**src/origin_return_pkg.sv**
```systemverilog
package origin_return_pkg;
    // Start numbers written by the host
    localparam logic [15:0] START_MACHINE_RETURN = 16'h2329; // 9001
    localparam logic [15:0] START_FAST_RETURN = 16'h232a; // 9002
    // Status word bit positions
    localparam int STATUS_REQ_BIT = 3;
    localparam int STATUS_DONE_BIT = 4;
    localparam int STATUS_ERR_BIT = 5;
    localparam int STATUS_BUSY_BIT = 6;
    // External signal monitor bit positions
    localparam int EXT_DRIVE_READY_BIT = 2;
    localparam int EXT_DOG_BIT = 0;
    localparam int EXT_ZERO_BIT = 1;
    // Reset values
    localparam logic [15:0] STATUS_RESET = 16'h0008;
    localparam logic [15:0] EXT_RESET = 16'h0000;
    // Timing
    localparam int CLK_HZ = 100_000_000;
    localparam int PULSE_DIV_CYCLES = 100;  // Speed unit tick, 1 us
    localparam int DWELL_UNIT_NS = 1_000_000;  // Dwell is in ms
    localparam int CLK_PERIOD_NS = 1_000_000_000 / CLK_HZ;
    localparam int DWELL_UNIT_CYCLES = DWELL_UNIT_NS / CLK_PERIOD_NS;
    localparam int CLEAR_TIME_US = 10;  // Deviation clear output length
    localparam int CLEAR_CYCLES = CLEAR_TIME_US * 1000 / CLK_PERIOD_NS;
    localparam int WIDTH_ADDR = 32;
    localparam int WIDTH_SPEED = 16;
    // Method codes
    typedef enum logic [2:0] {
        METHOD_DOG = 3'h0,
        METHOD_STOP1 = 3'h1,
        METHOD_STOP2 = 3'h2,
        METHOD_STOP3 = 3'h3,
        METHOD_COUNT1 = 3'h4,
        METHOD_COUNT2 = 3'h5
    } method_t;
    // Sequencer states
    typedef enum logic [3:0] {
        ST_IDLE = 4'h0,
        ST_FAST = 4'h1,
        ST_CREEP = 4'h2,
        ST_DOG_OFF = 4'h3,
        ST_DWELL = 4'h4,
        ST_WAIT_ZERO = 4'h5,
        ST_TRAVEL = 4'h6,
        ST_CLEAR = 4'h7,
        ST_LOAD = 4'h8
    } state_t;
endpackage

```
**src/origin_return_sequencer.sv**
```systemverilog
`timescale 1ns/1ps
module origin_return_sequencer #(
    parameter int ADDR_W = origin_return_pkg::WIDTH_ADDR,
    parameter int SPEED_W = origin_return_pkg::WIDTH_SPEED,
    parameter int DWELL_UNIT = origin_return_pkg::DWELL_UNIT_CYCLES
) (
    input wire logic sys_clk,
    input wire logic rst,
    input wire logic host_ready_output,
    input wire logic driveReady,
    input wire logic nearDog,
    input wire logic zeroSignal,
    input wire logic startReq,
    input wire logic [15:0] startNumber,
    input wire logic [2:0] return_method_select,
    input wire logic returnDirection,
    input wire logic [SPEED_W-1:0] returnSpeed,
    input wire logic [SPEED_W-1:0] creep_speed_value,
    input wire logic [15:0] return_dwell_time,
    input wire logic [ADDR_W-1:0] post_dog_travel_amount,
    input wire logic [ADDR_W-1:0] origin_address_value,
    output logic [15:0] axis_status_word,
    output logic [15:0] external_signal_monitor,
    output logic [ADDR_W-1:0] current_feed_position,
    output logic [ADDR_W-1:0] machine_feed_position,
    output logic pulseOut,
    output logic pulseDir,
    output logic deviationClear,
    output logic positionValid
);
    localparam int CLR_W = $clog2(origin_return_pkg::CLEAR_CYCLES + 1);
    localparam int DIV_W = $clog2(origin_return_pkg::PULSE_DIV_CYCLES + 1);
    localparam int DW_W = $clog2(DWELL_UNIT + 1);

    // Two-flop synchronisers for the pins
    logic [3:0] syncA_r;
    logic [3:0] syncB_r;
    logic [3:0] syncPrev_r;
    wire logic [3:0] pinRaw = {host_ready_output, driveReady, nearDog,
        zeroSignal};
    always_ff @(posedge sys_clk) begin
        syncA_r <= pinRaw;
        syncB_r <= syncA_r;
        syncPrev_r <= syncB_r;
    end
    wire logic hostRdy = syncB_r[3];
    wire logic drvRdy = syncB_r[2];
    wire logic dog = syncB_r[1];
    wire logic zero = syncB_r[0];
    wire logic hostRise = syncB_r[3] & ~syncPrev_r[3];
    wire logic drvFall = ~syncB_r[2] & syncPrev_r[2];
    wire logic dogRise = syncB_r[1] & ~syncPrev_r[1];
    wire logic dogFall = ~syncB_r[1] & syncPrev_r[1];
    wire logic zeroRise = syncB_r[0] & ~syncPrev_r[0];

    // Start request edge from host logic (same clock)
    logic startPrev_r;
    always_ff @(posedge sys_clk) begin
        startPrev_r <= rst ? 1'b0 : startReq;
    end
    wire logic startEdge = startReq & ~startPrev_r;

    // Fast return is not implemented here; only machine return starts
    wire logic methodOk = return_method_select <= 3'h5;
    wire logic goMachine = startEdge
        && startNumber == origin_return_pkg::START_MACHINE_RETURN;
    wire logic goFast = startEdge
        && startNumber == origin_return_pkg::START_FAST_RETURN;

    origin_return_pkg::state_t state_r, state_nxt;
    origin_return_pkg::method_t method_r;
    logic reqFlag_r, doneFlag_r, errFlag_r;
    logic [SPEED_W-1:0] speed_r, speed_nxt;
    logic [ADDR_W-1:0] travel_r;
    logic [15:0] dwellMs_r;
    logic [DW_W-1:0] dwellSub_r;
    logic [CLR_W-1:0] clrCnt_r;
    logic [DIV_W-1:0] tickCnt_r;
    logic [SPEED_W-1:0] phase_r;
    logic pulse_r, dir_r, clear_r, travelArmed_r;

    // Speed tick divider gives the pulse-rate base
    wire logic tick = tickCnt_r == DIV_W'(origin_return_pkg::PULSE_DIV_CYCLES
        - 1);
    always_ff @(posedge sys_clk) begin
        tickCnt_r <= (rst || tick) ? '0 : tickCnt_r + 1'b1;
    end

    // Phase accumulator: one pulse per wrap, rate set by speed
    wire logic [SPEED_W:0] phaseSum = {1'b0, phase_r} + {1'b0, speed_r};
    wire logic moving = !(state_r inside {origin_return_pkg::ST_IDLE,
        origin_return_pkg::ST_CLEAR, origin_return_pkg::ST_LOAD});
    wire logic emitPulse = moving && tick && phaseSum[SPEED_W];

    // Deceleration steps down toward creep on each tick
    wire logic atCreep = speed_r <= creep_speed_value;
    wire logic decel = state_r != origin_return_pkg::ST_FAST;
    always_comb begin
        speed_nxt = speed_r;
        if (decel && tick && !atCreep) begin
            speed_nxt = speed_r - 1'b1;
        end
    end

    wire logic dwellDone = dwellMs_r == 16'h0000;
    wire logic travelDone = travelArmed_r && travel_r == '0;
    wire logic clrDone = clrCnt_r == '0;
    wire logic zeroWaitMethod = method_r != origin_return_pkg::METHOD_STOP1;

    // Sequencer next state
    always_comb begin
        state_nxt = state_r;
        case (state_r)
            origin_return_pkg::ST_IDLE: begin
                if (goMachine && methodOk) begin
                    if (return_method_select == 3'h3 || dog) begin
                        state_nxt = origin_return_pkg::ST_CREEP;
                    end else begin
                        state_nxt = origin_return_pkg::ST_FAST;
                    end
                end
            end
            origin_return_pkg::ST_FAST: begin
                if (dogRise) begin
                    state_nxt = origin_return_pkg::ST_CREEP;
                end
            end
            origin_return_pkg::ST_CREEP: begin
                case (method_r)
                    origin_return_pkg::METHOD_DOG: begin
                        if (dogFall && atCreep) begin
                            state_nxt = origin_return_pkg::ST_DOG_OFF;
                        end
                    end
                    origin_return_pkg::METHOD_STOP1: begin
                        if (atCreep) begin
                            state_nxt = origin_return_pkg::ST_DWELL;
                        end
                    end
                    origin_return_pkg::METHOD_COUNT1,
                    origin_return_pkg::METHOD_COUNT2: begin
                        state_nxt = origin_return_pkg::ST_TRAVEL;
                    end
                    default: begin
                        if (zeroRise) begin
                            state_nxt = origin_return_pkg::ST_CLEAR;
                        end
                    end
                endcase
            end
            origin_return_pkg::ST_DOG_OFF: begin
                if (zeroRise) begin
                    state_nxt = origin_return_pkg::ST_CLEAR;
                end
            end
            origin_return_pkg::ST_DWELL: begin
                if (dwellDone) begin
                    state_nxt = origin_return_pkg::ST_CLEAR;
                end
            end
            origin_return_pkg::ST_TRAVEL: begin
                if (travelDone) begin
                    state_nxt = (method_r == origin_return_pkg::METHOD_COUNT2)
                        ? origin_return_pkg::ST_LOAD
                        : origin_return_pkg::ST_WAIT_ZERO;
                end
            end
            origin_return_pkg::ST_WAIT_ZERO: begin
                if (zeroRise && zeroWaitMethod) begin
                    state_nxt = origin_return_pkg::ST_CLEAR;
                end
            end
            origin_return_pkg::ST_CLEAR: begin
                if (clrDone) begin
                    state_nxt = origin_return_pkg::ST_LOAD;
                end
            end
            origin_return_pkg::ST_LOAD: begin
                state_nxt = origin_return_pkg::ST_IDLE;
            end
            default: begin
                state_nxt = origin_return_pkg::ST_IDLE;
            end
        endcase
    end

    // State, speed and method latch
    always_ff @(posedge sys_clk) begin
        if (rst) begin
            state_r <= origin_return_pkg::ST_IDLE;
            method_r <= origin_return_pkg::METHOD_DOG;
            speed_r <= '0;
            dir_r <= 1'b0;
        end else if (state_r == origin_return_pkg::ST_IDLE) begin
            state_r <= state_nxt;
            method_r <= origin_return_pkg::method_t'(return_method_select);
            dir_r <= returnDirection;
            speed_r <= (return_method_select == 3'h3 || dog)
                ? creep_speed_value : returnSpeed;
        end else begin
            state_r <= state_nxt;
            speed_r <= speed_nxt;
        end
    end

    // Pulse generator; pulse stops when origin is fixed
    always_ff @(posedge sys_clk) begin
        if (rst || !moving) begin
            phase_r <= '0;
            pulse_r <= 1'b0;
        end else begin
            if (tick) begin
                phase_r <= phaseSum[SPEED_W-1:0];
            end
            pulse_r <= emitPulse;
        end
    end

    // Travel amount counted in pulses from the dog rise, or from creep entry when the start is made on the dog
    always_ff @(posedge sys_clk) begin
        if (rst || state_r == origin_return_pkg::ST_IDLE) begin
            travel_r <= post_dog_travel_amount;
            travelArmed_r <= 1'b0;
        end else begin
            if (dogRise || (state_r == origin_return_pkg::ST_CREEP
                && !travelArmed_r)) begin
                travelArmed_r <= 1'b1;
            end
            if (travelArmed_r && emitPulse && travel_r != '0) begin
                travel_r <= travel_r - 1'b1;
            end
        end
    end

    // Dwell timer in millisecond units, started on reaching creep
    always_ff @(posedge sys_clk) begin
        if (rst || state_r != origin_return_pkg::ST_DWELL) begin
            dwellMs_r <= return_dwell_time;
            dwellSub_r <= '0;
        end else if (!dwellDone) begin
            if (dwellSub_r == DW_W'(DWELL_UNIT - 1)) begin
                dwellSub_r <= '0;
                dwellMs_r <= dwellMs_r - 16'h0001;
            end else begin
                dwellSub_r <= dwellSub_r + 1'b1;
            end
        end
    end

    // Deviation counter clear pulse of fixed length
    always_ff @(posedge sys_clk) begin
        if (rst || state_r != origin_return_pkg::ST_CLEAR) begin
            clrCnt_r <= CLR_W'(origin_return_pkg::CLEAR_CYCLES);
            clear_r <= 1'b0;
        end else begin
            clear_r <= !clrDone;
            if (!clrDone) begin
                clrCnt_r <= clrCnt_r - 1'b1;
            end
        end
    end

    // Flags; an event sets and a completion clears, set wins
    wire logic reqSet = drvFall || hostRise;
    wire logic finish = state_r == origin_return_pkg::ST_LOAD;
    always_ff @(posedge sys_clk) begin
        if (rst) begin
            reqFlag_r <= origin_return_pkg::STATUS_RESET
                [origin_return_pkg::STATUS_REQ_BIT];
            doneFlag_r <= 1'b0;
            errFlag_r <= 1'b0;
        end else begin
            if (reqSet) begin
                reqFlag_r <= 1'b1;
                doneFlag_r <= 1'b0;
            end else if (finish) begin
                reqFlag_r <= 1'b0;
                doneFlag_r <= 1'b1;
            end
            if (goMachine) begin
                errFlag_r <= !methodOk;
            end else if (goFast && !doneFlag_r) begin
                errFlag_r <= 1'b1;
            end
        end
    end

    // Position monitors take the origin address, not stored data
    always_ff @(posedge sys_clk) begin
        if (rst) begin
            current_feed_position <= '0;
            machine_feed_position <= '0;
        end else if (finish) begin
            current_feed_position <= origin_address_value;
            machine_feed_position <= origin_address_value;
        end
    end

    // Registered outputs
    always_ff @(posedge sys_clk) begin
        if (rst) begin
            axis_status_word <= origin_return_pkg::STATUS_RESET;
            external_signal_monitor <= origin_return_pkg::EXT_RESET;
            pulseOut <= 1'b0;
            pulseDir <= 1'b0;
            deviationClear <= 1'b0;
            positionValid <= 1'b0;
        end else begin
            axis_status_word <= 16'h0000;
            axis_status_word[origin_return_pkg::STATUS_REQ_BIT] <= reqFlag_r;
            axis_status_word[origin_return_pkg::STATUS_DONE_BIT] <=
                doneFlag_r;
            axis_status_word[origin_return_pkg::STATUS_ERR_BIT] <= errFlag_r;
            axis_status_word[origin_return_pkg::STATUS_BUSY_BIT] <=
                state_r != origin_return_pkg::ST_IDLE;
            external_signal_monitor <= 16'h0000;
            external_signal_monitor[origin_return_pkg::EXT_DRIVE_READY_BIT]
                <= drvRdy;
            external_signal_monitor[origin_return_pkg::EXT_DOG_BIT] <= dog;
            external_signal_monitor[origin_return_pkg::EXT_ZERO_BIT] <= zero;
            pulseOut <= pulse_r;
            pulseDir <= dir_r;
            deviationClear <= clear_r;
            positionValid <= !reqFlag_r && hostRdy;
        end
    end
endmodule

```
**config.mk**
```make
export PLATFORM = sky130hd
export DESIGN_NAME = origin_return_sequencer
export DESIGN_NICKNAME = d
export VERILOG_FILES = /design/src/origin_return_pkg.sv /design/src/origin_return_sequencer.sv
export SDC_FILE = /design/constraint.sdc
export NUM_CORES = 1
export LEC_CHECK = 0
export BUFFER_PORTS_ARGS = -buffer_cell sky130_fd_sc_hd__buf_2
export CORE_MARGIN = 4
export CORE_UTILIZATION = 59
export DETAILED_ROUTE_END_ITERATION = 8
export HOLD_SLACK_MARGIN = 0.03
export PLACE_DENSITY = 0.94
export SLEW_MARGIN = 20
export SYNTH_ARGS = -nofsm -noshare
export SYNTH_HDL_FRONTEND = slang
export SYNTH_SLANG_ARGS = --single-unit
```
**constraint.sdc**
```tcl
create_clock -name sys_clk -period 9.6 [get_ports sys_clk]
set_input_delay 1.92 -clock sys_clk [delete_from_list [all_inputs] [get_ports sys_clk]]
set_output_delay 1.92 -clock sys_clk [all_outputs]
set_load 0.02 [all_outputs]
```
==> summary.txt <==
status = finished clean
vias in the first global route = 8358
die area = 19000 sq um
synth unique cells = 77
HP Class = reg -> reg
total area of sequential cells = 4160 sq um
prevailing post-synth register cell = dfxtp_1
detailed-router iteration count before antenna repair = 6
TritonCTS clock tree = yes
clk slew on worst S/H paths = 70 ps
Critical Path AT = 5070 ps
final setup violation count = 0
CP max stage delay = 850 ps
cts bufs inserted = 17
Power, Total = 0.00197 W
# fillers = 1256
RSZ-0062 raised after global routing = no
area of the multi-input gates = 5090 sq um
max cap viols = 0
first-pass GRT wire length = 39500 um
syn avg cell area = 8.60 sq um
Lkg Pwr = 4.76 nW
Initial Util = 0.601
largest net degree at the start of global routing = 78
DRC = 0
Worst-Margin Slew = 1110 ps
1st-iter DRT viols = 672
wire per inst = 16.8 um
CTS Buffer Depth = 2
initial antenna violation count = 1
Tcrit/Tclk final = 0.497
net total in the final layout = 1488
die width = 138 um
Final HPWL DP = 18500 um
Synth Area in Adders = 0.0499
post-DR vias/cell = 5.84
Layout Skew = 10.9 ps
Worst R2R Path Depth = 8
Yosys reg bits = 184
multiplexer area fraction after synthesis = 0.0161
layout cells sized above 1 = 0.216
Root Driver = clkbuf_16
Critical R2R Launch = speed_r[15]
cell at the slowest stage of the critical path = nand4_1
GRT Total Usage = 0.263
Max VDD drop = 0.000144 V
clk_lat worst skew = 440 ps
sequential share of the synthesized area = 0.419
hold-fix buffers at CTS = 0
number of synthesized flops with an enable pin = 48
minimum clock period = 4770 ps
CP required = 9910 ps
grt ovf = 0
setup bufs post-CTS = 0
Area Overhead vs Synth = 15.0%
gpl congestion = 0.898
H-tree Lvls = 4
leading area contributor after synthesis = dfxtp_1
Hold Vio Cnt, Final = 0
die span in y = 138 um
Routed WL = 25900 um
critical path cell sequence = buf_2, inv_1, ha_1, nand3_1, nor3_1, nand2_1, o211ai_1, nand4_1, o31a_1, a2111oi_0
FP Rows = 47
Critical Path Start = creep_speed_value[15]
asr flop ratio synth = 0
main combinational cell family by area after synthesis = simple AND/OR/NAND/NOR gates
startpoint types = primary input
Worst Hold Depth = 0
r2r setup slk = 6080 ps
Top delay family on crit path = simple AND/OR/NAND/NOR gates
top-area cell type share of the netlist area = 0.274
cell area power density = 172 nW/um^2
DRT antenna net count = 0
largest cells by area after synthesis = dfxtp_1 (27%), edfxtp_1 (15%), nand2_1 (7.3%)
CP bufs+invs = 2
Synth Area in Compound Gates = 0.137
Crit. path cell count = 10
CP endpoint = speed_r[3]
WS Path Type = in -> reg
Post-Synthesis Cell Area = 9930 sq um
Setup TNS = 0 ps
IO buf count = 213
reg-to-reg endpoint = speed_r[3]
Post-CTS Resized = 0
highest clock rate = 210 MHz
vias post-DR = 9018
CP Capture Type = flop
Max-slew headroom = 0.259
simple-gate share of the synthesized area = 0.226
I/O Pins = 239
Max Fanout on Critical Path = 21
Slew Limit Fails = 0
clock sinks = 184
Core Region = 16500 sq um
post-synthesis xor/xnor area fraction = 0.0688
Yosys Warn Count = 0
Mapped Cells = 1155
==> cell type report <==
cell class,count,share of cell area
Inverter,38,0.0125
Multi-Input combinational cell,848,0.446
Tap cell,220,0.0241
Clock buffer,23,0.0476
Clock inverter,9,0.00646
Sequential cell,184,0.365
Timing Repair Buffer,221,0.0986
Antenna cell,1,0.000219
==> cell families after synthesis <==
kind of cell | count (synthesis)
AND/OR/NAND/NOR | 465
AO/OA/AOI/OAI | 225
flip-flops | 184
buffers and inverters | 147
XOR/XNOR | 78
adder cells (fa/ha/maj) | 39
multiplexers | 16
other | 1
==> sequential cells by signal, indices dropped and copies added (netlist names), 3 cells and up <==
signal and cells:
axis_status_word 4, clrCnt_r 10, dwellMs_r 16, dwellSub_r 17, external_signal_monitor 3, machine_feed_position 32
method_r 3, phase_r 16, speed_r 16, state_r 4, syncA_r 4, syncB_r 4
syncPrev_r 4, tickCnt_r 7, travel_r 32
==> metal layers <==
layer,global-route usage,share of wire,vias up
met5,0,0,-
met4,0.127,0.039,0
met3,0.0628,0.088,83
met2,0.469,0.50,468
met1,0.294,0.37,4179
li1,-,-,4288
==> layout by cell type (no fill, tap or decap), types with 7 or more instances in the layout <==
master and instances:
inv_1 38, or4_1 12, xor2_1 32, a211oi_1 11, edfxtp_1 48, o211ai_1 7
nor4_1 21, conb_1 25, buf_4 8, and3_1 7, or3_1 16, dfxtp_1 136
xnor2_1 46, clkbuf_16 21, nor3_1 36, nand2_1 193, o21ai_0 62, mux2i_1 16
buf_2 213, nand4_1 7, nand2b_1 7, ha_1 38, nor2b_1 10, nor2_1 84
nand3_1 25, a31oi_1 7, a21oi_1 80
==> stage by stage <==
stage	cell area (sq um)	util	hold WS (ps)	cells	worst slack, ps
after floorplan	10000	-	310	1179	4830
after global placement	10800	0.653	310	1511	4790
after detailed placement	10800	0.653	315	1511	4560
after CTS	11400	0.690	331	1543	4960
after global routing	11400	0.691	339	1544	4570
final	11400	0.691	330	1544	4830
==> where the power goes <==
group / internal, W / leakage [nW] / switching [W]
Sequential: 0.000862 / 1.62 / 0.0000691
Combinational: 0.000130 / 2.85 / 0.000194
Clock: 0.000404 / 0.297 / 0.000308
==> how the worst min path moves through the flow <==
stage	from	endpoint	slack, ps
final	syncA_r[0]	syncB_r[0]	330
after global routing	syncA_r[3]	syncB_r[3]	340
after CTS	syncA_r[1]	syncB_r[1]	330
after detailed placement	syncA_r[1]	syncB_r[1]	310
after global placement	syncA_r[0]	syncB_r[0]	310
after floorplan	syncA_r[0]	syncB_r[0]	310
==> cells in the mapped netlist, drive strengths merged (6+ instances only) <==
cell type,instances
a211oi,12
a21oi,80
a31oi,8
and3,7
buf,60
clkbuf,49
dfxtp,136
edfxtp,48
ha,38
inv,38
mux2i,16
nand2,193
nand2b,8
nand3,26
nand4,7
nor2,84
nor2b,10
nor3,38
nor3b,6
nor4,23
o211ai,7
o21a,6
o21ai,65
o22ai,6
or2,8
or3,18
or4,16
xnor2,46
xor2,32
Power figures use the tool's default switching activity.
